===== src/common/wssw_pkg.sv =====
// package for the world switch state swap block
// assumes one core clock and 4 KiB aligned save pages
package wssw_pkg;
	// ---------------------------------------------
	// widths and counts
	// ---------------------------------------------
	localparam int unsigned WSSW_DATA_W = 64;
	localparam int unsigned WSSW_ADDR_W = 64;
	localparam int unsigned WSSW_SLOT_W = 8;
	localparam int unsigned WSSW_OFF_W = 12;
	localparam logic [WSSW_SLOT_W-1:0] WSSW_LAST_SLOT = 8'hcd; // qword at 668h..66Fh
	localparam logic [WSSW_OFF_W-1:0] WSSW_GUEST_BASE = 12'h000;
	localparam logic [WSSW_OFF_W-1:0] WSSW_HOST_BASE = 12'h400;
	// ---------------------------------------------
	// save area byte offsets (qword granular)
	// ---------------------------------------------
	localparam logic [WSSW_OFF_W-1:0] OFF_SEG_A_END = 12'h03f;
	localparam logic [WSSW_OFF_W-1:0] OFF_FS = 12'h040;
	localparam logic [WSSW_OFF_W-1:0] OFF_GS_END = 12'h05f;
	localparam logic [WSSW_OFF_W-1:0] OFF_GDTR = 12'h060;
	localparam logic [WSSW_OFF_W-1:0] OFF_GDTR_END = 12'h06f;
	localparam logic [WSSW_OFF_W-1:0] OFF_LDTR = 12'h070;
	localparam logic [WSSW_OFF_W-1:0] OFF_LDTR_END = 12'h07f;
	localparam logic [WSSW_OFF_W-1:0] OFF_IDTR = 12'h080;
	localparam logic [WSSW_OFF_W-1:0] OFF_IDTR_END = 12'h08f;
	localparam logic [WSSW_OFF_W-1:0] OFF_TR = 12'h090;
	localparam logic [WSSW_OFF_W-1:0] OFF_TR_END = 12'h09f;
	localparam logic [WSSW_OFF_W-1:0] OFF_CPL_QW = 12'h0c8;
	localparam logic [7:0] BE_CPL = 8'h08; // only byte 0CBh
	localparam logic [WSSW_OFF_W-1:0] OFF_EFER = 12'h0d0;
	localparam logic [WSSW_OFF_W-1:0] OFF_CR4 = 12'h148;
	localparam logic [WSSW_OFF_W-1:0] OFF_RIP_END = 12'h17f;
	localparam logic [WSSW_OFF_W-1:0] OFF_STACK_PTR = 12'h1d8;
	localparam logic [WSSW_OFF_W-1:0] OFF_ACCUM = 12'h1f8;
	localparam logic [WSSW_OFF_W-1:0] OFF_STAR = 12'h200;
	localparam logic [WSSW_OFF_W-1:0] OFF_SYSENT_END = 12'h23f;
	localparam logic [WSSW_OFF_W-1:0] OFF_CR2 = 12'h240;
	localparam logic [WSSW_OFF_W-1:0] OFF_PAT = 12'h268;
	localparam logic [WSSW_OFF_W-1:0] OFF_DBGCTL = 12'h270;
	localparam logic [WSSW_OFF_W-1:0] OFF_LBR_END = 12'h297;
	localparam logic [WSSW_OFF_W-1:0] OFF_GPR_RSV0 = 12'h300;
	localparam logic [WSSW_OFF_W-1:0] OFF_GPR_LO = 12'h308;
	localparam logic [WSSW_OFF_W-1:0] OFF_GPR_RSV1 = 12'h320;
	localparam logic [WSSW_OFF_W-1:0] OFF_GPR_END = 12'h37f;
	localparam logic [WSSW_OFF_W-1:0] OFF_INTEG = 12'h380; // 16 bytes, device only
	localparam logic [WSSW_OFF_W-1:0] OFF_SOFT_CODE = 12'h390;
	localparam logic [WSSW_OFF_W-1:0] OFF_SOFT_SCR = 12'h3a8;
	localparam logic [WSSW_OFF_W-1:0] OFF_XCR0 = 12'h3e8;
	localparam logic [WSSW_OFF_W-1:0] OFF_VALID_VEC = 12'h3f0;
	localparam logic [WSSW_OFF_W-1:0] OFF_FP_DP = 12'h400;
	localparam logic [WSSW_OFF_W-1:0] OFF_FP_CTL = 12'h408;
	localparam logic [WSSW_OFF_W-1:0] OFF_FP_CW = 12'h410;
	localparam logic [WSSW_OFF_W-1:0] OFF_FP_STACK = 12'h420;
	localparam logic [WSSW_OFF_W-1:0] OFF_VEC_LO = 12'h470;
	localparam logic [WSSW_OFF_W-1:0] OFF_VEC_HI = 12'h570;
	localparam logic [WSSW_OFF_W-1:0] OFF_VEC_HI_END = 12'h66f;
	localparam logic [7:0] BE_ALL = 8'hff;
	// ---------------------------------------------
	// reset defaults for class C host values
	// ---------------------------------------------
	localparam logic [WSSW_DATA_W-1:0] DFLT_FP_CTL = 64'h0000_0000_0000_1f80;
	localparam logic [WSSW_DATA_W-1:0] DFLT_FP_CW = 64'h0000_0000_0000_037f;
	localparam logic [WSSW_DATA_W-1:0] DFLT_ZERO = 64'h0000_0000_0000_0000;
	// ---------------------------------------------
	// types
	// ---------------------------------------------
	typedef enum logic [2:0] {
		WSSW_CLS_NONE = 3'b000,
		WSSW_CLS_A = 3'b001,
		WSSW_CLS_B = 3'b010,
		WSSW_CLS_C = 3'b011,
		WSSW_CLS_GUEST = 3'b100
	} wssw_class_t;
	typedef enum logic [2:0] {
		WSSW_IDLE = 3'b000,
		WSSW_SCAN = 3'b001,
		WSSW_WRITE = 3'b010,
		WSSW_RDREQ = 3'b011,
		WSSW_RDDATA = 3'b100,
		WSSW_NEXT = 3'b101
	} wssw_state_t;
endpackage


===== src/common/wssw_slot_if.sv =====
// slot lookup carrier between the sequencer and the classifier
// assumes the package is compiled first
interface wssw_slot_if;
	import wssw_pkg::*;
	logic [WSSW_SLOT_W-1:0] slot;
	wssw_class_t cls;
	logic [7:0] be;
	logic [WSSW_DATA_W-1:0] dflt;
	modport seq (output slot, input cls, be, dflt);
	modport cls_side (input slot, output cls, be, dflt);
endinterface


===== src/rtl/wssw_slot_class.sv =====
// swap class, byte lanes and reset default of one save area qword
// assumes a purely combinational lookup on the slot index
module wssw_slot_class
	import wssw_pkg::*;
(
	wssw_slot_if.cls_side lk
);
	logic [WSSW_OFF_W-1:0] off;

	// byte offset of the qword
	assign off = {1'b0, lk.slot, 3'b000};

	// ---------------------------------------------
	// class decode
	// ---------------------------------------------
	always_comb begin
		lk.cls = WSSW_CLS_NONE;
		lk.be = BE_ALL;
		lk.dflt = DFLT_ZERO;
		if (off <= OFF_SEG_A_END) begin
			lk.cls = WSSW_CLS_A;
		end else if (off >= OFF_FS && off <= OFF_GS_END) begin
			lk.cls = WSSW_CLS_B;
		end else if (off >= OFF_GDTR && off <= OFF_GDTR_END) begin
			lk.cls = WSSW_CLS_A;
		end else if (off >= OFF_LDTR && off <= OFF_LDTR_END) begin
			lk.cls = WSSW_CLS_B;
		end else if (off >= OFF_IDTR && off <= OFF_IDTR_END) begin
			lk.cls = WSSW_CLS_A;
		end else if (off >= OFF_TR && off <= OFF_TR_END) begin
			lk.cls = WSSW_CLS_B;
		end else if (off == OFF_CPL_QW) begin
			lk.cls = WSSW_CLS_A;
			lk.be = BE_CPL; // neighbours are reserved
		end else if (off == OFF_EFER) begin
			lk.cls = WSSW_CLS_A;
		end else if (off >= OFF_CR4 && off <= OFF_RIP_END) begin
			lk.cls = WSSW_CLS_A;
		end else if (off == OFF_STACK_PTR || off == OFF_ACCUM) begin
			lk.cls = WSSW_CLS_A;
		end else if (off >= OFF_STAR && off <= OFF_SYSENT_END) begin
			lk.cls = WSSW_CLS_B;
		end else if (off == OFF_CR2) begin
			lk.cls = WSSW_CLS_C;
		end else if (off == OFF_PAT) begin
			lk.cls = WSSW_CLS_GUEST;
		end else if (off >= OFF_DBGCTL && off <= OFF_LBR_END) begin
			lk.cls = WSSW_CLS_A;
		end else if (off >= OFF_GPR_LO && off <= OFF_GPR_END && off != OFF_GPR_RSV1) begin
			lk.cls = WSSW_CLS_B; // 300h and 320h stay out
		end else if (off == OFF_XCR0) begin
			lk.cls = WSSW_CLS_B;
		end else if (off >= OFF_FP_DP && off <= OFF_VEC_HI_END) begin
			lk.cls = WSSW_CLS_C; // fp control, stack, vector halves
			if (off == OFF_FP_CTL) begin
				lk.dflt = DFLT_FP_CTL;
			end else if (off == OFF_FP_CW) begin
				lk.dflt = DFLT_FP_CW;
			end
		end
	end
endmodule


===== src/rtl/wssw_top.sv =====
// world switch state swap sequencer
// assumes architectural state is read combinationally by slot index and
// memory answers a held request with a grant and read data later with rvalid
//
// Operation
// - with encrypted guest state mode on, the guest save structure starts at offset zero of the guest page.
// - class A items save host then load guest on entry, and save guest then load host on exit.
// - class B items only load guest on entry, and save guest then restore host on exit.
// - class C items only load guest on entry, and save guest then reset host to defaults on exit.
// - host state uses the same layout displaced to byte 400h of the host page.
// - soft exit code, the two soft exit info words and the soft scratch word are never touched.
// - the 16 bytes at 380h are kept for integrity checking and hold no swapped register.
// - the accumulator lives only at 1F8h and the stack pointer only at 1D8h, both class A.
// - the guest page attribute table is swapped for the guest only and never for the host.
// - the fp stack registers are an 80 byte class C field in stack order.
// - the wide vector upper halves are a 256 byte class C field after the lower vector field.
module wssw_top
	import wssw_pkg::*;
(
	input wire logic clock_i,
	input wire logic rst_n_i,
	input wire logic ce_i,
	input wire logic encrypted_guest_state_mode_i,
	input wire logic guest_entry_instruction_i,
	input wire logic guest_exit_event_i,
	input wire logic [WSSW_ADDR_W-1:0] guest_page_i,
	input wire logic [WSSW_ADDR_W-1:0] host_page_i,
	output logic busy_o,
	output logic done_o,
	output logic [WSSW_SLOT_W-1:0] arch_idx_o,
	input wire logic [WSSW_DATA_W-1:0] arch_rdata_i,
	output logic arch_we_o,
	output logic [7:0] arch_be_o,
	output logic [WSSW_DATA_W-1:0] arch_wdata_o,
	output logic mem_req_o,
	output logic mem_we_o,
	output logic [WSSW_ADDR_W-1:0] mem_addr_o,
	output logic [7:0] mem_be_o,
	output logic [WSSW_DATA_W-1:0] mem_wdata_o,
	input wire logic mem_gnt_i,
	input wire logic mem_rvalid_i,
	input wire logic [WSSW_DATA_W-1:0] mem_rdata_i
);
	// class lookup carrier, driven from the slot register
	wssw_slot_if lk ();

	// ---------------------------------------------
	// sequencer state
	// ---------------------------------------------
	wssw_state_t state_reg, state_next;
	logic [WSSW_SLOT_W-1:0] slot_reg, slot_next;
	logic exit_reg, exit_next;
	logic done_reg, done_next;
	logic arch_we_reg, arch_we_next;
	logic [WSSW_DATA_W-1:0] arch_wdata_reg, arch_wdata_next;
	logic req_reg, req_next;
	logic we_reg, we_next;
	logic [WSSW_ADDR_W-1:0] addr_reg, addr_next;
	logic [WSSW_DATA_W-1:0] wdata_reg, wdata_next;
	logic [WSSW_OFF_W-1:0] off;
	logic [WSSW_ADDR_W-1:0] guest_addr, host_addr;

	// ---------------------------------------------
	// slot lookup
	// ---------------------------------------------
	wssw_slot_class u_class (
		.lk(lk)
	);
	assign lk.slot = slot_reg;
	assign off = {1'b0, slot_reg, 3'b000};

	// page addresses of the current qword
	assign guest_addr = {guest_page_i[WSSW_ADDR_W-1:WSSW_OFF_W], WSSW_GUEST_BASE + off};
	assign host_addr = {host_page_i[WSSW_ADDR_W-1:WSSW_OFF_W], WSSW_HOST_BASE + off};

	// ---------------------------------------------
	// sequencer next state
	// ---------------------------------------------
	always_comb begin
		state_next = state_reg;
		slot_next = slot_reg;
		exit_next = exit_reg;
		done_next = 1'b0;
		arch_we_next = 1'b0;
		arch_wdata_next = arch_wdata_reg;
		req_next = req_reg;
		we_next = we_reg;
		addr_next = addr_reg;
		wdata_next = wdata_reg;
		case (state_reg)
			WSSW_IDLE: begin
				// switches outside the encrypted mode are not handled here
				if (encrypted_guest_state_mode_i &&
					(guest_entry_instruction_i || guest_exit_event_i)) begin
					exit_next = guest_exit_event_i;
					slot_next = '0;
					state_next = WSSW_SCAN;
				end
			end
			WSSW_SCAN: begin
				if (lk.cls == WSSW_CLS_NONE) begin
					// reserved, integrity and soft fields pass untouched
					state_next = WSSW_NEXT;
				end else if (!exit_reg && lk.cls == WSSW_CLS_A) begin
					// entry: host copy first
					req_next = 1'b1;
					we_next = 1'b1;
					addr_next = host_addr;
					wdata_next = arch_rdata_i;
					state_next = WSSW_WRITE;
				end else if (!exit_reg) begin
					// entry: guest load only
					req_next = 1'b1;
					we_next = 1'b0;
					addr_next = guest_addr;
					state_next = WSSW_RDREQ;
				end else begin
					// exit: guest copy first
					req_next = 1'b1;
					we_next = 1'b1;
					addr_next = guest_addr;
					wdata_next = arch_rdata_i;
					state_next = WSSW_WRITE;
				end
			end
			WSSW_WRITE: begin
				if (mem_gnt_i) begin
					req_next = 1'b0;
					if (!exit_reg) begin
						req_next = 1'b1;
						we_next = 1'b0;
						addr_next = guest_addr;
						state_next = WSSW_RDREQ;
					end else if (lk.cls == WSSW_CLS_A || lk.cls == WSSW_CLS_B) begin
						req_next = 1'b1;
						we_next = 1'b0;
						addr_next = host_addr;
						state_next = WSSW_RDREQ;
					end else if (lk.cls == WSSW_CLS_C) begin
						arch_we_next = 1'b1; // host takes reset value
						arch_wdata_next = lk.dflt;
						state_next = WSSW_NEXT;
					end else begin
						state_next = WSSW_NEXT; // no host value
					end
				end
			end
			WSSW_RDREQ: begin
				if (mem_gnt_i) begin
					req_next = 1'b0;
					state_next = WSSW_RDDATA;
				end
			end
			WSSW_RDDATA: begin
				if (mem_rvalid_i) begin
					arch_we_next = 1'b1;
					arch_wdata_next = mem_rdata_i;
					state_next = WSSW_NEXT;
				end
			end
			WSSW_NEXT: begin
				if (slot_reg == WSSW_LAST_SLOT) begin
					done_next = 1'b1;
					state_next = WSSW_IDLE;
				end else begin
					slot_next = slot_reg + 8'h01;
					state_next = WSSW_SCAN;
				end
			end
			default: begin
				state_next = WSSW_IDLE;
			end
		endcase
	end

	// ---------------------------------------------
	// sequencer registers
	// ---------------------------------------------
	// reset wins over the clock enable, so a held reset also clears a frozen block
	always_ff @(posedge clock_i) begin
		if (!rst_n_i) begin
			state_reg <= WSSW_IDLE;
			slot_reg <= '0;
			exit_reg <= 1'b0;
			done_reg <= 1'b0;
			arch_we_reg <= 1'b0;
			arch_wdata_reg <= '0;
			req_reg <= 1'b0;
			we_reg <= 1'b0;
			addr_reg <= '0;
			wdata_reg <= '0;
		end else if (ce_i) begin
			state_reg <= state_next;
			slot_reg <= slot_next;
			exit_reg <= exit_next;
			done_reg <= done_next;
			arch_we_reg <= arch_we_next;
			arch_wdata_reg <= arch_wdata_next;
			req_reg <= req_next;
			we_reg <= we_next;
			addr_reg <= addr_next;
			wdata_reg <= wdata_next;
		end
	end

	// outputs: strobes, data and requests come straight from registers
	assign busy_o = (state_reg != WSSW_IDLE);
	assign done_o = done_reg;
	assign arch_idx_o = slot_reg;
	// byte lanes are decoded from the slot register and stay put for a whole slot
	assign arch_be_o = lk.be;
	assign arch_we_o = arch_we_reg;
	assign arch_wdata_o = arch_wdata_reg;
	assign mem_req_o = req_reg;
	assign mem_we_o = we_reg;
	assign mem_addr_o = addr_reg;
	assign mem_be_o = lk.be; // only swapped bytes of the qword
	assign mem_wdata_o = wdata_reg;
endmodule


===== config.mk =====
export PLATFORM = sky130hd
export DESIGN_NAME = wssw_top
export DESIGN_NICKNAME = d
export VERILOG_FILES = /design/src/common/wssw_pkg.sv /design/src/common/wssw_slot_if.sv /design/src/rtl/wssw_slot_class.sv /design/src/rtl/wssw_top.sv
export SDC_FILE = /design/constraint.sdc
export NUM_CORES = 1
export LEC_CHECK = 0
export BUFFER_PORTS_ARGS = -buffer_cell sky130_fd_sc_hd__buf_2
export CAP_MARGIN = 20
export CORE_AREA = 5 5 186 188
export CTS_BUF_LIST = sky130_fd_sc_hd__clkbuf_4
export DETAILED_ROUTE_END_ITERATION = 10
export DIE_AREA = 0 0 191 193
export GPL_ROUTABILITY_DRIVEN = 0
export PLACE_DENSITY = 0.61
export SETUP_SLACK_MARGIN = 0.02
export SKIP_LAST_GASP = 1
export SYNTH_ARGS = -nofsm -noshare
export SYNTH_HDL_FRONTEND = slang
export SYNTH_SLANG_ARGS = --single-unit

===== constraint.sdc =====
create_clock -name clock_i -period 2.7 [get_ports clock_i]
set_input_delay 0.135 -clock clock_i [delete_from_list [all_inputs] [get_ports clock_i]]
set_output_delay 0.135 -clock clock_i [all_outputs]
set_load 0.02 [all_outputs]

### Word-level counts from Yosys, hierarchy flattened

Cells that the tools add are included.

* register bits after elaboration: 208
* word-level logic and storage cells: 187

* add/subtract/negate cells: 2
* $lt $le $gt $ge: 21
* equality and inequality tests: 29
* muxes and demuxes: 92
* bitwise logic cells: 1
* reduce and logical (&&, ||, !) cells: 32

Operators by type and width (count)
* 64-bit 2-to-1 mux: 30
* 64-bit one-hot mux with 2 select lines: 2
* 8-bit 2-to-1 mux: 9
* 3-bit 2-to-1 mux: 23
* 11-bit by 10-bit >= comparator with 1-bit output (second input constant): 3
* 11-bit by 7-bit >= comparator with 1-bit output (second input constant): 3
* 11-bit by 10-bit <= comparator with 1-bit output (second input constant): 3
* 11-bit by 7-bit <= comparator with 1-bit output (second input constant): 3
* 8-bit by 7-bit == test with 1-bit output (second input constant): 3
* 8-bit == test (second input constant): 3
* 11-bit by 8-bit >= comparator with 1-bit output (second input constant): 2
* 11-bit by 8-bit <= comparator with 1-bit output (second input constant): 2
* 1-bit 2-to-1 mux: 21
* 2-bit inequality test (second input constant): 9
* 3-bit one-hot mux with 6 select lines: 1
* 8-bit by 5-bit == test with 1-bit output (second input constant): 2
* 8-bit by 6-bit == test with 1-bit output (second input constant): 2
* 8-bit one-hot mux with 2 select lines: 1
* 5-bit AND reduction: 3
* 1-bit logical AND: 13
* 11-bit by 11-bit adder with 12-bit output (first input constant): 1
* 3-bit by 2-bit == test with 1-bit output (second input constant): 4
* 11-bit >= comparator (second input constant): 1
* 11-bit by 9-bit >= comparator with 1-bit output (second input constant): 1
* other kinds (21): 32

### Longest topological paths before layout

Gate-level depths: netlist (run 1).

* depth in word-level cells: 25
* mapped depth: 13
* gate-level depth less buffers: 11

### Hierarchy

Synthesis (run 1) repeated with hierarchy kept, for this count alone.

* cell total of the unflattened synthesis: 1126
* area total of the unflattened synthesis: 10207.3 um^2

By module, submodules not included
* wssw_top: times used 1, cells an instance 999, area an instance 9297.7 um^2, seq. area each 4103.9 um^2
* wssw_slot_class: times used 1, cells an instance 127, area an instance 909.6 um^2, seq. area each 0.0 um^2

### Worst setup path before layout (run 1)

No wires, ideal clock.

* path kind: register to register
* start point: register slot_reg[1] (netlist: arch_idx_o[1])
* end point: register wdata_reg[10] (netlist: mem_wdata_o[10])
* library setup time: 0.128 ns
* arrival: 2.845 ns
* data required time: 2.572 ns
* path slack: -0.272 ns
* cell stages (with the launch flop): 14
* path buffers: 3
* period minus slack after synthesis: 2.972 ns
* cell sequence: dfxtp_1 -> buf_2 -> inv_1 -> ha_1 -> nand2b_1 -> a211oi_1 -> o211ai_2 -> a221oi_2 -> nor3_1 -> o2111ai_1 -> buf_4 -> buf_6 -> mux2i_1 -> nor2_1

* word-level cells in the longest chain between the ends: 23

Ends and longest elaborated chain
* start, declared: line wssw_top.sv:51 `logic [WSSW_SLOT_W-1:0] slot_reg, slot_next;`
* start signal, assigned: line wssw_top.sv:194 `slot_reg <= slot_next;`
* 11-bit >= comparator / 11-bit <= comparator (equally long branches): line wssw_slot_class.sv:53 `end else if (off >= OFF_FP_DP && off <= OFF_VEC_HI_END) begin`
* 1-bit logical AND: line wssw_slot_class.sv:53
* 2-bit 2-to-1 mux: line wssw_slot_class.sv:53
* 3-bit 2-to-1 mux: line wssw_slot_class.sv:51 `end else if (off == OFF_XCR0) begin`
* 3-bit 2-to-1 mux: line wssw_slot_class.sv:49 `end else if (off >= OFF_GPR_LO && off <= OFF_GPR_END && off != OFF_GPR_RSV1) begin`
* 3-bit 2-to-1 mux: line wssw_slot_class.sv:47 `end else if (off >= OFF_DBGCTL && off <= OFF_LBR_END) begin`
* 3-bit 2-to-1 mux: line wssw_slot_class.sv:45 `end else if (off == OFF_PAT) begin`
* 3-bit 2-to-1 mux: line wssw_slot_class.sv:43 `end else if (off == OFF_CR2) begin`
* (+7 left out)
* 3-bit 2-to-1 mux: line wssw_slot_class.sv:26 `end else if (off >= OFF_LDTR && off <= OFF_LDTR_END) begin`
* 3-bit 2-to-1 mux: line wssw_slot_class.sv:24 `end else if (off >= OFF_GDTR && off <= OFF_GDTR_END) begin`
* 3-bit 2-to-1 mux: line wssw_slot_class.sv:22 `end else if (off >= OFF_FS && off <= OFF_GS_END) begin`
* 3-bit 2-to-1 mux *: line wssw_slot_class.sv:20 `if (off <= OFF_SEG_A_END) begin`
* 3-bit by 1-bit == test with 1-bit output: line wssw_top.sv:104 `end else if (!exit_reg && lk.cls == WSSW_CLS_A) begin`
* 1-bit logical AND: line wssw_top.sv:104
* 2-bit nonzero test (no source line)
* 4-bit AND reduction (no source line)
* end signal, assigned: line wssw_top.sv:202 `wdata_reg <= wdata_next;`
* end, declared: line wssw_top.sv:59 `logic [WSSW_DATA_W-1:0] wdata_reg, wdata_next;`

Mark *: on every way between the ends. The rest lies on a longest branch, timed or not.
A chain may end at the register's enable or synchronous reset.

### Final worst setup path (run 1)

* start point: register slot_reg[1] (netlist: arch_idx_o[1])
* end point: register wdata_reg[13] (netlist: mem_wdata_o[13])

The elaborated chain is that of the path after synthesis.

==> results.md, run 1 <==
* Worst-path maximum fanout at 5
* Final antenna-violating net count at 0
* Reg clk slew, reported paths at 0.07 ns
* Status: complete, no violations
* Biggest cell delay along the critical path at 0.37 ns
* Type of the tightest min-delay check: input pin to flop
* Synthesized netlist cell count at 1,533
* Fillers at 2,936
* Highest attainable clock frequency at 0.3738 GHz
* Routed wire length on met2 at 24,440 um
* Final critical-path required period at 2.675 ns
* Iteration-0 DRC Markers at 1,193
* Slowest library cell on the worst path: dfxtp_4
* Power per unit of standard cell area at 447.8 nW/um^2
* Yosys reg bits at 205
* Maximum buffer depth of the clock tree at 3
* Number of pins exceeding their max-slew limit in the final report at 0
* Period utilization at 0.9909
* Crit Path Category: flop to flop
* Startpoint types: flop
* Total die area at 36,860 um^2
* Largest cells by area after synthesis: dfxtp_1 36%, nand3_1 12%, mux2i_1 5.6%
* Final setup violation count at 0
* Transition time at the pin with the least slew margin at 0.9955 ns
* Via density per instance at 5.436
* Critical Path AT at 3.20 ns
* Yosys Warn Count at 0
* Initial antenna violation count at 4
* Placement Rows at 67
* Core Region at 32,950 um^2
* TritonCTS clock tree: built
* Sequential cell area fraction in the yosys report at 0.3581
* Overall routing resource usage at 0.2433
* Logic depth of the worst setup path including buffers at 13
* First-pass iteration count of the detailed router at 5
* Effective utilization at floorplan at 0.3478
* Count of flip-flops with a built-in enable after synthesis at 0
* Crit-path cells: inv_6 > ha_4 > buf_6 > nand2_2 > a211o_1 > o221a_4 > nand2_4 > nor3_4 > o2111ai_4 > clkbuf_16 > clkbuf_16 > mux2i_1 > nor2_1
* Post-detailed-placement half-perimeter wirelength at 30,300 um
* Wire length of the first global-routing pass at 74,220 um
* Hold violation total from the final report at 0
* Layout Utilization at 0.5492
* Commonest register cell after synthesis: dfxtp_1
* Routed length per instance at 18.79 um
* Type of destination of the critical path: flop
* Worst setup skew after layout at 0.03392 ns
* Ports at 485
* Total routed wire length on the met1 layer at 19,980 um
* Wire length after detailed routing at 50,840 um
* Total of max-cap violations at 0
* Synth Cell Area at 11,460 um^2
* Crit path max-delay family: compound AO/OA/AOI/OAI gates
* Required @ worst endpoint at 3.22 ns
* Largest area contributor in the synthesized netlist: dfxtp_1
* Synthesized area per cell at 7.475 um^2
* FFs w/ async S/R, synth at 0
* CP Buf/Inv Count at 4
* Worst rel slew slack at 0.3364
* Via count of the routed design at 14,710
* Max layer used: met4
* Share of post-route cells with drive strength above 1 at 0.2990
* Horizontal die dimension at 191 um
* Insertion delay to the later sink of the worst-skew pair at 0.67 ns
* Pin count of the biggest net entering global routing at 159
* Setup repair after global routing missed its margin: yes
* Relative area change from synthesis to final layout at 57.90%
* Sum of overflow across all layers after global routing at 0
* LEAKAGE at 8.429 nW
* Met3 Routed Length at 4052 um
* Number of distinct library cells after synthesis at 57
* Input/output buffers at 455
* Share of the synthesized area in the top cell type at 0.3581
* Detailed-route DRC error count at 0
* Clock Tree Root: clkbuf_4
* Cell count of the worst hold path at 4
* TritonCTS Buffers at 58
* Length in cells of the worst reg-to-reg path at 13
* H-tree levels at 2
* Net count of the finished layout at 2,484
* PnR Total Power at 0.008102 W
* Largest voltage drop on the vdd net at 0.0003846 V
* Cell repeated most along the worst path: clkbuf_16
* # clock sinks at 205
* Chip Height at 193 um
* Via count of the first global-routing pass at 13,790
-- routing by layer --
metal | GRT usage | vias to the layer above
met5 | 0 | -
met1 | 0.3079 | 6909
li1 | - | 6867
met2 | 0.4040 | 766
met4 | 0.1099 | 0
met3 | 0.04753 | 168
-- final timing paths --
kind                                              startpoint              end  slack [ns]
worst min register to register                     mem_req_o        mem_req_o        0.46
worst max register to register                 arch_idx_o[1]  mem_wdata_o[13]        0.02
worst min-delay path            encrypted_guest_state_mode_i     state_reg[2]        0.07
worst max-delay path                           arch_idx_o[1]  mem_wdata_o[13]        0.02
-- cells in the final DEF (no fill, tap or decap), drive strengths merged, types with 7 or more instances in the layout --
cell and instances:
ha 7, nand2b 8, clkbuf 90, inv 9, dlygate4sd3 267, dfxtp 205
nand4 58, nand3 272, a211oi 16, nor3 20, clkinv 18, nor2b 56
nand2 82, o21ai 118, nor2 148, buf 530, a21oi 127, nor3b 54
mux2i 64, a22oi 52
-- cells in the mapped netlist (15+ instances only) --
cell and instances:
nand2_1 81, mux2i_1 64, clkbuf_1 120, buf_1 15, nor2_1 148, nor2b_1 56
o21ai_0 58, o21ai_1 60, a22oi_1 52, nor3b_1 54, buf_4 27, a21oi_1 127
nand4_1 58, a211oi_1 16, nor3_1 20, dfxtp_1 205, nand3_1 272
-- what timing repair did --
action | CTS | global route
cloned | 0 | 8
setup buffers | 0 | 13
endpoints found under the hold margin | 192 | 0
resized for setup | 2 | 45
endpoints found under the setup margin | 52 | 137
hold buffers | 267 | 0
pin swaps | 0 | 12
-- worst min-delay path, stage by stage --
cell and delay (ns):
buf_2 0.09, o21ai_0 0.20, a21oi_1 0.16, a21oi_1 0.12
-- final cells by class --
type | instances | area, um^2 | area share
Tap cell | 448 | 560.5 | 0.03098
Clock buffer | 83 | 623.1 | 0.03444
Sequential cell | 205 | 4123 | 0.2278
Timing Repair Buffer | 804 | 6003 | 0.3318
Inverter | 9 | 46.29 | 0.002558
Antenna cell | 4 | 10.01 | 0.0005532
Clock inverter | 18 | 82.58 | 0.004564
Multi-Input combinational cell | 1135 | 6646 | 0.3673
-- power by group --
| group | internal, W | switching [W] |
|---|---|---|
| Combinational | 0.000957 | 0.00108 |
| Clock | 0.00141 | 0.00139 |
| Sequential | 0.00316 | 0.0000973 |
-- logic make-up (layout without fill, tap and decap cells) --
kind of cell | after synthesis | count (layout) | synth area share
other | 2 | 9 | 0.0006553
adder cells (fa/ha/maj) | 7 | 7 | 0.007642
flip-flops | 205 | 205 | 0.3581
multiplexers | 64 | 64 | 0.05590
buffers and inverters | 196 | 914 | 0.08232
XOR/XNOR | 7 | 7 | 0.005350
AND/OR/NAND/NOR | 711 | 711 | 0.3131
AO/OA/AOI/OAI | 341 | 341 | 0.1769
-- per-stage QoR --
step	setup TNS [ns]	hold WS, ns	setup WS (ns)	area [um^2]	std cells
2_1_floorplan	0	0.2734	0.02547	11560	1536
3_3_place_gp	0	0.3642	0.04293	14250	2313
3_5_place_dp	0	0.3735	0.002811	14250	2313
4_1_cts	0	0.02584	0.01810	17630	2681
5_1_grt	-0.2069	0.06016	-0.04110	18090	2706
6_report	0	0.07313	0.02459	18090	2706
No activity file was read; power rests on OpenSTA's default activity.
==> run 2: changes to the inputs <==
--- a/config.mk
+++ b/config.mk
@@ -13,6 +13,7 @@
 export DIE_AREA = 0 0 191 193
 export GPL_ROUTABILITY_DRIVEN = 0
 export PLACE_DENSITY = 0.61
+export RECOVER_POWER = 50
 export SETUP_SLACK_MARGIN = 0.02
 export SKIP_LAST_GASP = 1
 export SYNTH_ARGS = -nofsm -noshare
==> run 2 against run 1 <==
Effect of this change: global-route usage is the same; fmax grew 1.9%; critical endpoint unchanged; final cell count is the same; critical path type unchanged; highest routed layer unchanged; routed wire length is essentially flat; clock-buffer cell count is the same; largest cell class unchanged; register-to-register slack gained 0.05 ns; sequential share of layout area grew 0.31 points.
==> results.md, run 2 (synthesis results as in run 1) <==
* Wire length of the first global-routing pass at 74,220 um
* Detailed-route DRC error count at 0
* Biggest cell delay along the critical path at 0.37 ns
* Via count of the first global-routing pass at 13,790
* Capture instance of the worst register-to-register path: mem_wdata_o[13]
* Fillers at 3,045
* Via count of the routed design at 14,700
* Multi-input combinational cell area at 6646 um^2
* TritonCTS clock tree: built
* Core Region at 32,950 um^2
* Number of pins exceeding their max-slew limit in the final report at 0
* Crit Path Category: flop to flop
* Most frequent standard cell in the layout excluding fill and tap cells: nand3_1
* Count of non-filler cells in the finished layout at 2,706
* Final antenna-violating net count at 0
* Critical Path AT at 3.15 ns
* Cell count of the worst hold path at 4
* Maximum buffer depth of the clock tree at 3
* TritonCTS Buffers at 58
* Hold worst-path end: state_reg[2]
* Type of the tightest min-delay check: input pin to flop
* Input/output buffers at 455
* Pin count of the biggest net entering global routing at 159
* Most frequent cells in the layout: 272 x nand3_1, 267 x dlygate4sd3_1, 259 x buf_2
* Total of max-cap violations at 0
* Setup repair after global routing missed its margin: yes
* Startpoint types: flop
* Routed length per instance at 18.77 um
* Worst rel slew slack at 0.3322
* Highest attainable clock frequency at 0.3807 GHz
* Final setup violation count at 0
* Total die area at 36,860 um^2
* Worst setup skew after layout at 0.03075 ns
* Type of destination of the critical path: flop
* Placement Rows at 67
* Share of post-route cells with drive strength above 1 at 0.2121
* Reg-to-reg startpoint: arch_idx_o[1]
* Relative area change from synthesis to final layout at 55.76%
* Crit path max-delay family: compound AO/OA/AOI/OAI gates
* Cell repeated most along the worst path: clkbuf_16
* Sum of overflow across all layers after global routing at 0
* Reg clk slew, reported paths at 0.07 ns
* Wire length after detailed routing at 50,800 um
* Inst Count DP at 2,313
* H-tree levels at 2
* LEAKAGE at 7.581 nW
* Required @ worst endpoint at 3.22 ns
* Power per unit of standard cell area at 452.1 nW/um^2
* Crit-path cells: inv_6 > ha_4 > buf_6 > nand2_2 > a211o_1 > o221a_4 > nand2_4 > nor3_4 > o2111ai_4 > clkbuf_16 > clkbuf_16 > mux2i_1 > nor2_1
* Effective utilization at floorplan at 0.3478
* CP Buf/Inv Count at 4
* Hold_ws at 0.05105 ns
* Clock Tree Root: clkbuf_4
* Register cell area after layout at 4123 um^2
* Minimum setup slack among reg-to-reg paths at 0.07 ns
* Net count of the finished layout at 2,484
* Largest voltage drop on the vdd net at 0.0003846 V
* First-pass iteration count of the detailed router at 6
* Post-detailed-placement half-perimeter wirelength at 30,300 um
* HP Start: encrypted_guest_state_mode_i
* Final critical-path required period at 2.627 ns
* Via density per instance at 5.431
* Horizontal die dimension at 191 um
* Initial antenna violation count at 4
* Slowest library cell on the worst path: dfxtp_4
* Iteration-0 DRC Markers at 1,220
* Layout Utilization at 0.5418
* Period utilization at 0.9729
* Ports at 485
* Worst-path maximum fanout at 5
* Insertion delay to the later sink of the worst-skew pair at 0.67 ns
* Hold violation total from the final report at 0
* Status: complete, no violations
* # clock sinks at 205
* Overall routing resource usage at 0.2433
* Chip Height at 193 um
* Length in cells of the worst reg-to-reg path at 13
* Transition time at the pin with the least slew margin at 1.002 ns
run 2: cell types whose count changed in the layout (fill, tap and decap cells not counted), sizes merged:
cell,previous run,this run
buf,530,334
clkbuf,90,286
run 2: area by class of cell:
cell class / instances / share of cell area
tap: 448 / 0.03140
inverter: 9 / 0.002594
antenna: 4 / 0.0005608
multi-input combinational: 1135 / 0.3724
sequential: 205 / 0.2310
timing repair buffer: 804 / 0.3226
clock buffer: 83 / 0.03491
clock inverter: 18 / 0.004626
run 2: worst max-delay path by stage:
stage / from / end / cells after the start
finish: arch_idx_o[1] / mem_wdata_o[13] / 13
floorplan: arch_idx_o[1] / mem_addr_o[3] / 12
CTS: arch_idx_o[0] / mem_addr_o[18] / 11
detailed placement: arch_idx_o[3] / mem_addr_o[51] / 8
global placement: arch_idx_o[3] / mem_addr_o[49] / 8
global route: arch_idx_o[1] / mem_wdata_o[13] / 12
run 2: power breakdown:
group	internal [W]	switching, W
Sequential	0.00316	0.000101
Combinational	0.000922	0.00108
Clock	0.00141	0.00139
run 2: repair_timing:
item | CTS | global route
hold endpoints to repair | 192 | 0
cloned | 0 | 8
hold buffers | 267 | 0
buffers inserted | 0 | 13
setup endpoints to repair | 52 | 137
gates resized for setup | 2 | 45
pin swaps | 0 | 12
run 2: per-layer routing:
metal | vias to the layer above | part of all wire | track usage
li1 | 6868 | - | -
met1 | 6845 | 0.39 | 0.3079
met2 | 803 | 0.48 | 0.4040
met3 | 180 | 0.081 | 0.04753
met4 | 0 | 0.046 | 0.1099
met5 | - | 0 | 0
run 2: worst register-to-register path, delay by kind of cell (launching register included):
family | cells | cell delay (ns)
adders and majority gates | 1 | 0.16
muxes | 1 | 0.20
DFF | 1 | 0.37
AOI/OAI and AO/OA | 3 | 0.90
and+or+nand+nor | 4 | 0.27
buffers and inverters | 4 | 0.58
run 2: stage by stage:
stage	cell area, um^2	setup TNS (ns)	power (W)	setup WS [ns]
final	17850	0	0.008071	0.07325
after global routing	17850	-0.2069	0.008481	-0.04110
after CTS	17630	0	0.008035	0.01810
after detailed placement	14250	0	0.004887	0.002811
after global placement	14250	0	0.004860	0.04293
after floorplan	11560	0	0.004306	0.02547
==> run 3: changes to the inputs <==
--- a/config.mk
+++ b/config.mk
@@ -5,14 +5,15 @@
 export SDC_FILE = /design/constraint.sdc
 export NUM_CORES = 1
 export LEC_CHECK = 0
+export ABC_AREA = 1
 export BUFFER_PORTS_ARGS = -buffer_cell sky130_fd_sc_hd__buf_2
 export CAP_MARGIN = 20
-export CORE_AREA = 5 5 186 188
+export CORE_AREA = 5 5 185 187
 export CTS_BUF_LIST = sky130_fd_sc_hd__clkbuf_4
 export DETAILED_ROUTE_END_ITERATION = 10
-export DIE_AREA = 0 0 191 193
+export DIE_AREA = 0 0 190 192
 export GPL_ROUTABILITY_DRIVEN = 0
-export PLACE_DENSITY = 0.61
+export PLACE_DENSITY = 0.59
 export RECOVER_POWER = 50
 export SETUP_SLACK_MARGIN = 0.02
 export SKIP_LAST_GASP = 1
==> run 3 against run 2 <==
Effect of this change: hold slack better by 0.17 ns; register-to-register slack better by 0.15 ns; area after synthesis is 6.8% lower; fmax is 5.9% higher; combinational power is 4% higher; setup slack better by 0.15 ns; largest cell class is now non-clock buffers; final cell count is 4.5% higher; sequential power hardly changed; via count is 6.9% lower; largest power group unchanged; first-iteration DRC count is 38% lower; sequential cell count stayed put; critical path type unchanged.
==> results.md, run 3 <==
* Status: complete, no violations
* Startpoint types: flop
* Yosys reg bits at 205
* Highest attainable clock frequency at 0.4031 GHz
* FFs w/ async S/R, synth at 0
* Placement Rows at 66
* Synthesized area per cell at 6.439 um^2
* Total of max-cap violations at 0
* Critical Path AT at 3.09 ns
* Via density per instance at 4.842
* Ports at 485
* Hold violation total from the final report at 0
* Number of pins exceeding their max-slew limit in the final report at 0
* Fillers at 3,182
* Core Region at 32,290 um^2
* TritonCTS Buffers at 60
* Fraction of power spent switching nets at 0.3248
* Wire length after detailed routing at 44,560 um
* Clock Tree Root: clkbuf_4
* TritonCTS clock tree: built
* Largest area contributor in the synthesized netlist: dfxtp_1
* Input/output buffers at 455
* Sequential share of power at 0.400
* Most frequent cells in the layout: 357 x nand2_1, 276 x dlygate4sd3_1, 254 x buf_2
* First-pass iteration count of the detailed router at 6
* Reg clk slew, reported paths at 0.06 ns
* Horizontal die dimension at 190 um
* Top cell types by occurrence after synthesis: 358 x nand2_1, 209 x inv_1, 207 x nor2_1
* Effective utilization at floorplan at 0.3307
* Total die area at 36,480 um^2
* Relative area change from synthesis to final layout at 55.22%
* Worst Setup Slack, final at 0.2191 ns
* Worst setup skew after layout at 0.03328 ns
* Required @ worst endpoint at 3.31 ns
* Number of distinct library cells after synthesis at 30
* Largest voltage drop on the vdd net at 0.0003115 V
* Placed cell area at 13,170 um^2
* Synthesized netlist cell count at 1,658
* M1 GR Usage at 0.2490
* Period utilization at 0.9189
* Iteration-0 DRC Markers at 760
* Worst rel slew slack at 0.3358
* Yosys Warn Count at 0
* Crit Path Category: flop to flop
* Via count of the routed design at 13,690
* Final setup violation count at 0
* Minimum setup slack among reg-to-reg paths at 0.22 ns
* Internal portion of total power at 0.005544 W
* Detailed-route DRC error count at 0
* Type of destination of the critical path: flop
* Via count of the first global-routing pass at 13,470
* Switching component of the power at 0.002667 W
* # clock sinks at 205
* Sequential cell area fraction in the yosys report at 0.3844
* Maximum buffer depth of the clock tree at 3
* Insertion delay to the later sink of the worst-skew pair at 0.74 ns
* Fraction of power consumed by the clock network at 0.347
* Transition time at the pin with the least slew margin at 0.9887 ns
* Dpl ws at 0.07885 ns
* Initial antenna violation count at 3
* Share of post-route cells with drive strength above 1 at 0.1742
* Setup repair after global routing missed its margin: yes
* GRT Max-Usage Layer: met2
* Chip Height at 192 um
* Overall routing resource usage at 0.2228
* Worst-path maximum fanout at 23
* Global routing met2 resource utilization at 0.3950
* Commonest register cell after synthesis: dfxtp_1
* Net count of the finished layout at 2,616
* H-tree levels at 2
* Sum of overflow across all layers after global routing at 0
* Routed length per instance at 15.76 um
* Final antenna-violating net count at 0
* Power per unit of standard cell area at 495.5 nW/um^2
* Wire length of the first global-routing pass at 67,650 um
* Part of the total power dissipated in combinational logic at 0.253
* Type of the tightest min-delay check: input pin to flop
* Pin count of the biggest net entering global routing at 130
* Share of the synthesized area in the top cell type at 0.3844
* Post-detailed-placement half-perimeter wirelength at 27,160 um
* Count of flip-flops with a built-in enable after synthesis at 0
* LEAKAGE at 7.507 nW
* Library cell with the highest instance count after synthesis: nand2_1
* Largest cells by area after synthesis: dfxtp_1 38%, nand2_1 13%, a21oi_1 8.1%
* Synth Cell Area at 10,680 um^2
* Final critical-path required period at 2.481 ns
* Most frequent standard cell in the layout excluding fill and tap cells: nand2_1
* Global-route met3 utilization at 0.06252
* Cell area after layout at 16,570 um^2
-- run 3: cell count changes in the layout (fill, tap and decap cells not counted), moves of 39 or more --
cell     before  now
inv_1         6  206
a21oi_1     127  173
nand2_1      78  357
nor2b_1      56    0
nor2_1      146  205
a22oi_1      51    0
nor3b_1      54    3
o21ai_1      61   22
mux2i_1      62    0
nand4_1      58  108
nand3_1     272   88
-- run 3: final timing paths --
path	start	end	depth (start not counted)
setup reg to reg	arch_idx_o[6]	mem_addr_o[43]	18
setup / recovery	arch_idx_o[6]	mem_addr_o[43]	18
hold reg to reg	mem_wdata_o[53]	mem_wdata_o[53]	2
hold / removal	arch_rdata_i[6]	mem_wdata_o[6]	4
-- run 3: final cells by class --
type                            count  area [um^2]  area share
Clock buffer                       87        653.1     0.03941
Tap cell                          442        553.0     0.03337
Multi-Input combinational cell   1098         5081      0.3066
Timing Repair Buffer              767         5308      0.3203
Inverter                          213        803.3     0.04847
Clock inverter                     12        57.56    0.003473
Sequential cell                   205         4109      0.2479
Antenna cell                        3        7.507   0.0004530
-- run 3: worst max-delay path: stages, from the launching register on --
cell and delay, ns:
dfxtp_1 0.39, inv_1 0.17, nand2_1 0.12, nor2_2 0.21, nand2_1 0.07, a21oi_1 0.17, a21oi_2 0.06, nand3_1 0.09
nand2_1 0.08, nand2_2 0.12, nand3_4 0.12, buf_12 0.18, buf_4 0.18, nand2_1 0.07, nand3_1 0.07, nand2_1 0.10
nand2_1 0.06, nand2_1 0.06, nor2_1 0.05
-- run 3: stage by stage --
stage	TNS, ns	hold WS [ns]	power [W]	util	instances
global route	-0.0004781	0.1601	0.008723	0.5133	2827
CTS	0	0.1446	0.008262	0.5155	2819
global placement	0	0.4011	0.004965	0.4079	2444
finish	0	0.2177	0.008211	0.5133	2827
detailed placement	0	0.4100	0.004995	0.4079	2444
floorplan	0	0.2771	0.004390	-	1661
-- run 3: power by group through the flow --
stage          combinational [W]  clock (W)  sequential (W)
3_3_place_gp             0.00163          0         0.00334
4_1_cts                  0.00203    0.00295         0.00328
2_1_floorplan           0.000862          0         0.00353
5_1_grt                  0.00229    0.00313         0.00330
6_report                 0.00208    0.00285         0.00329
3_5_place_dp             0.00165          0         0.00334
-- run 3: cell families after synthesis --
family / synth area share
compound gates: 0.1391
fa+ha+maj: 0.008203
simple gates: 0.3223
flops: 0.3844
buf+inv: 0.1453
other cells: 0.0007034
-- run 3: layer usage --
layer	up-vias	share of wire
met1	6212	0.39
li1	6701	-
met4	0	0.040
met3	137	0.085
met5	-	0
met2	639	0.49
-- run 3: what timing repair did --
action	4_1_cts	5_1_grt
hold buffers	276	0
setup buffers	0	0
endpoints found under the hold margin	195	0
setup endpoints to repair	0	192
resized for setup	0	17
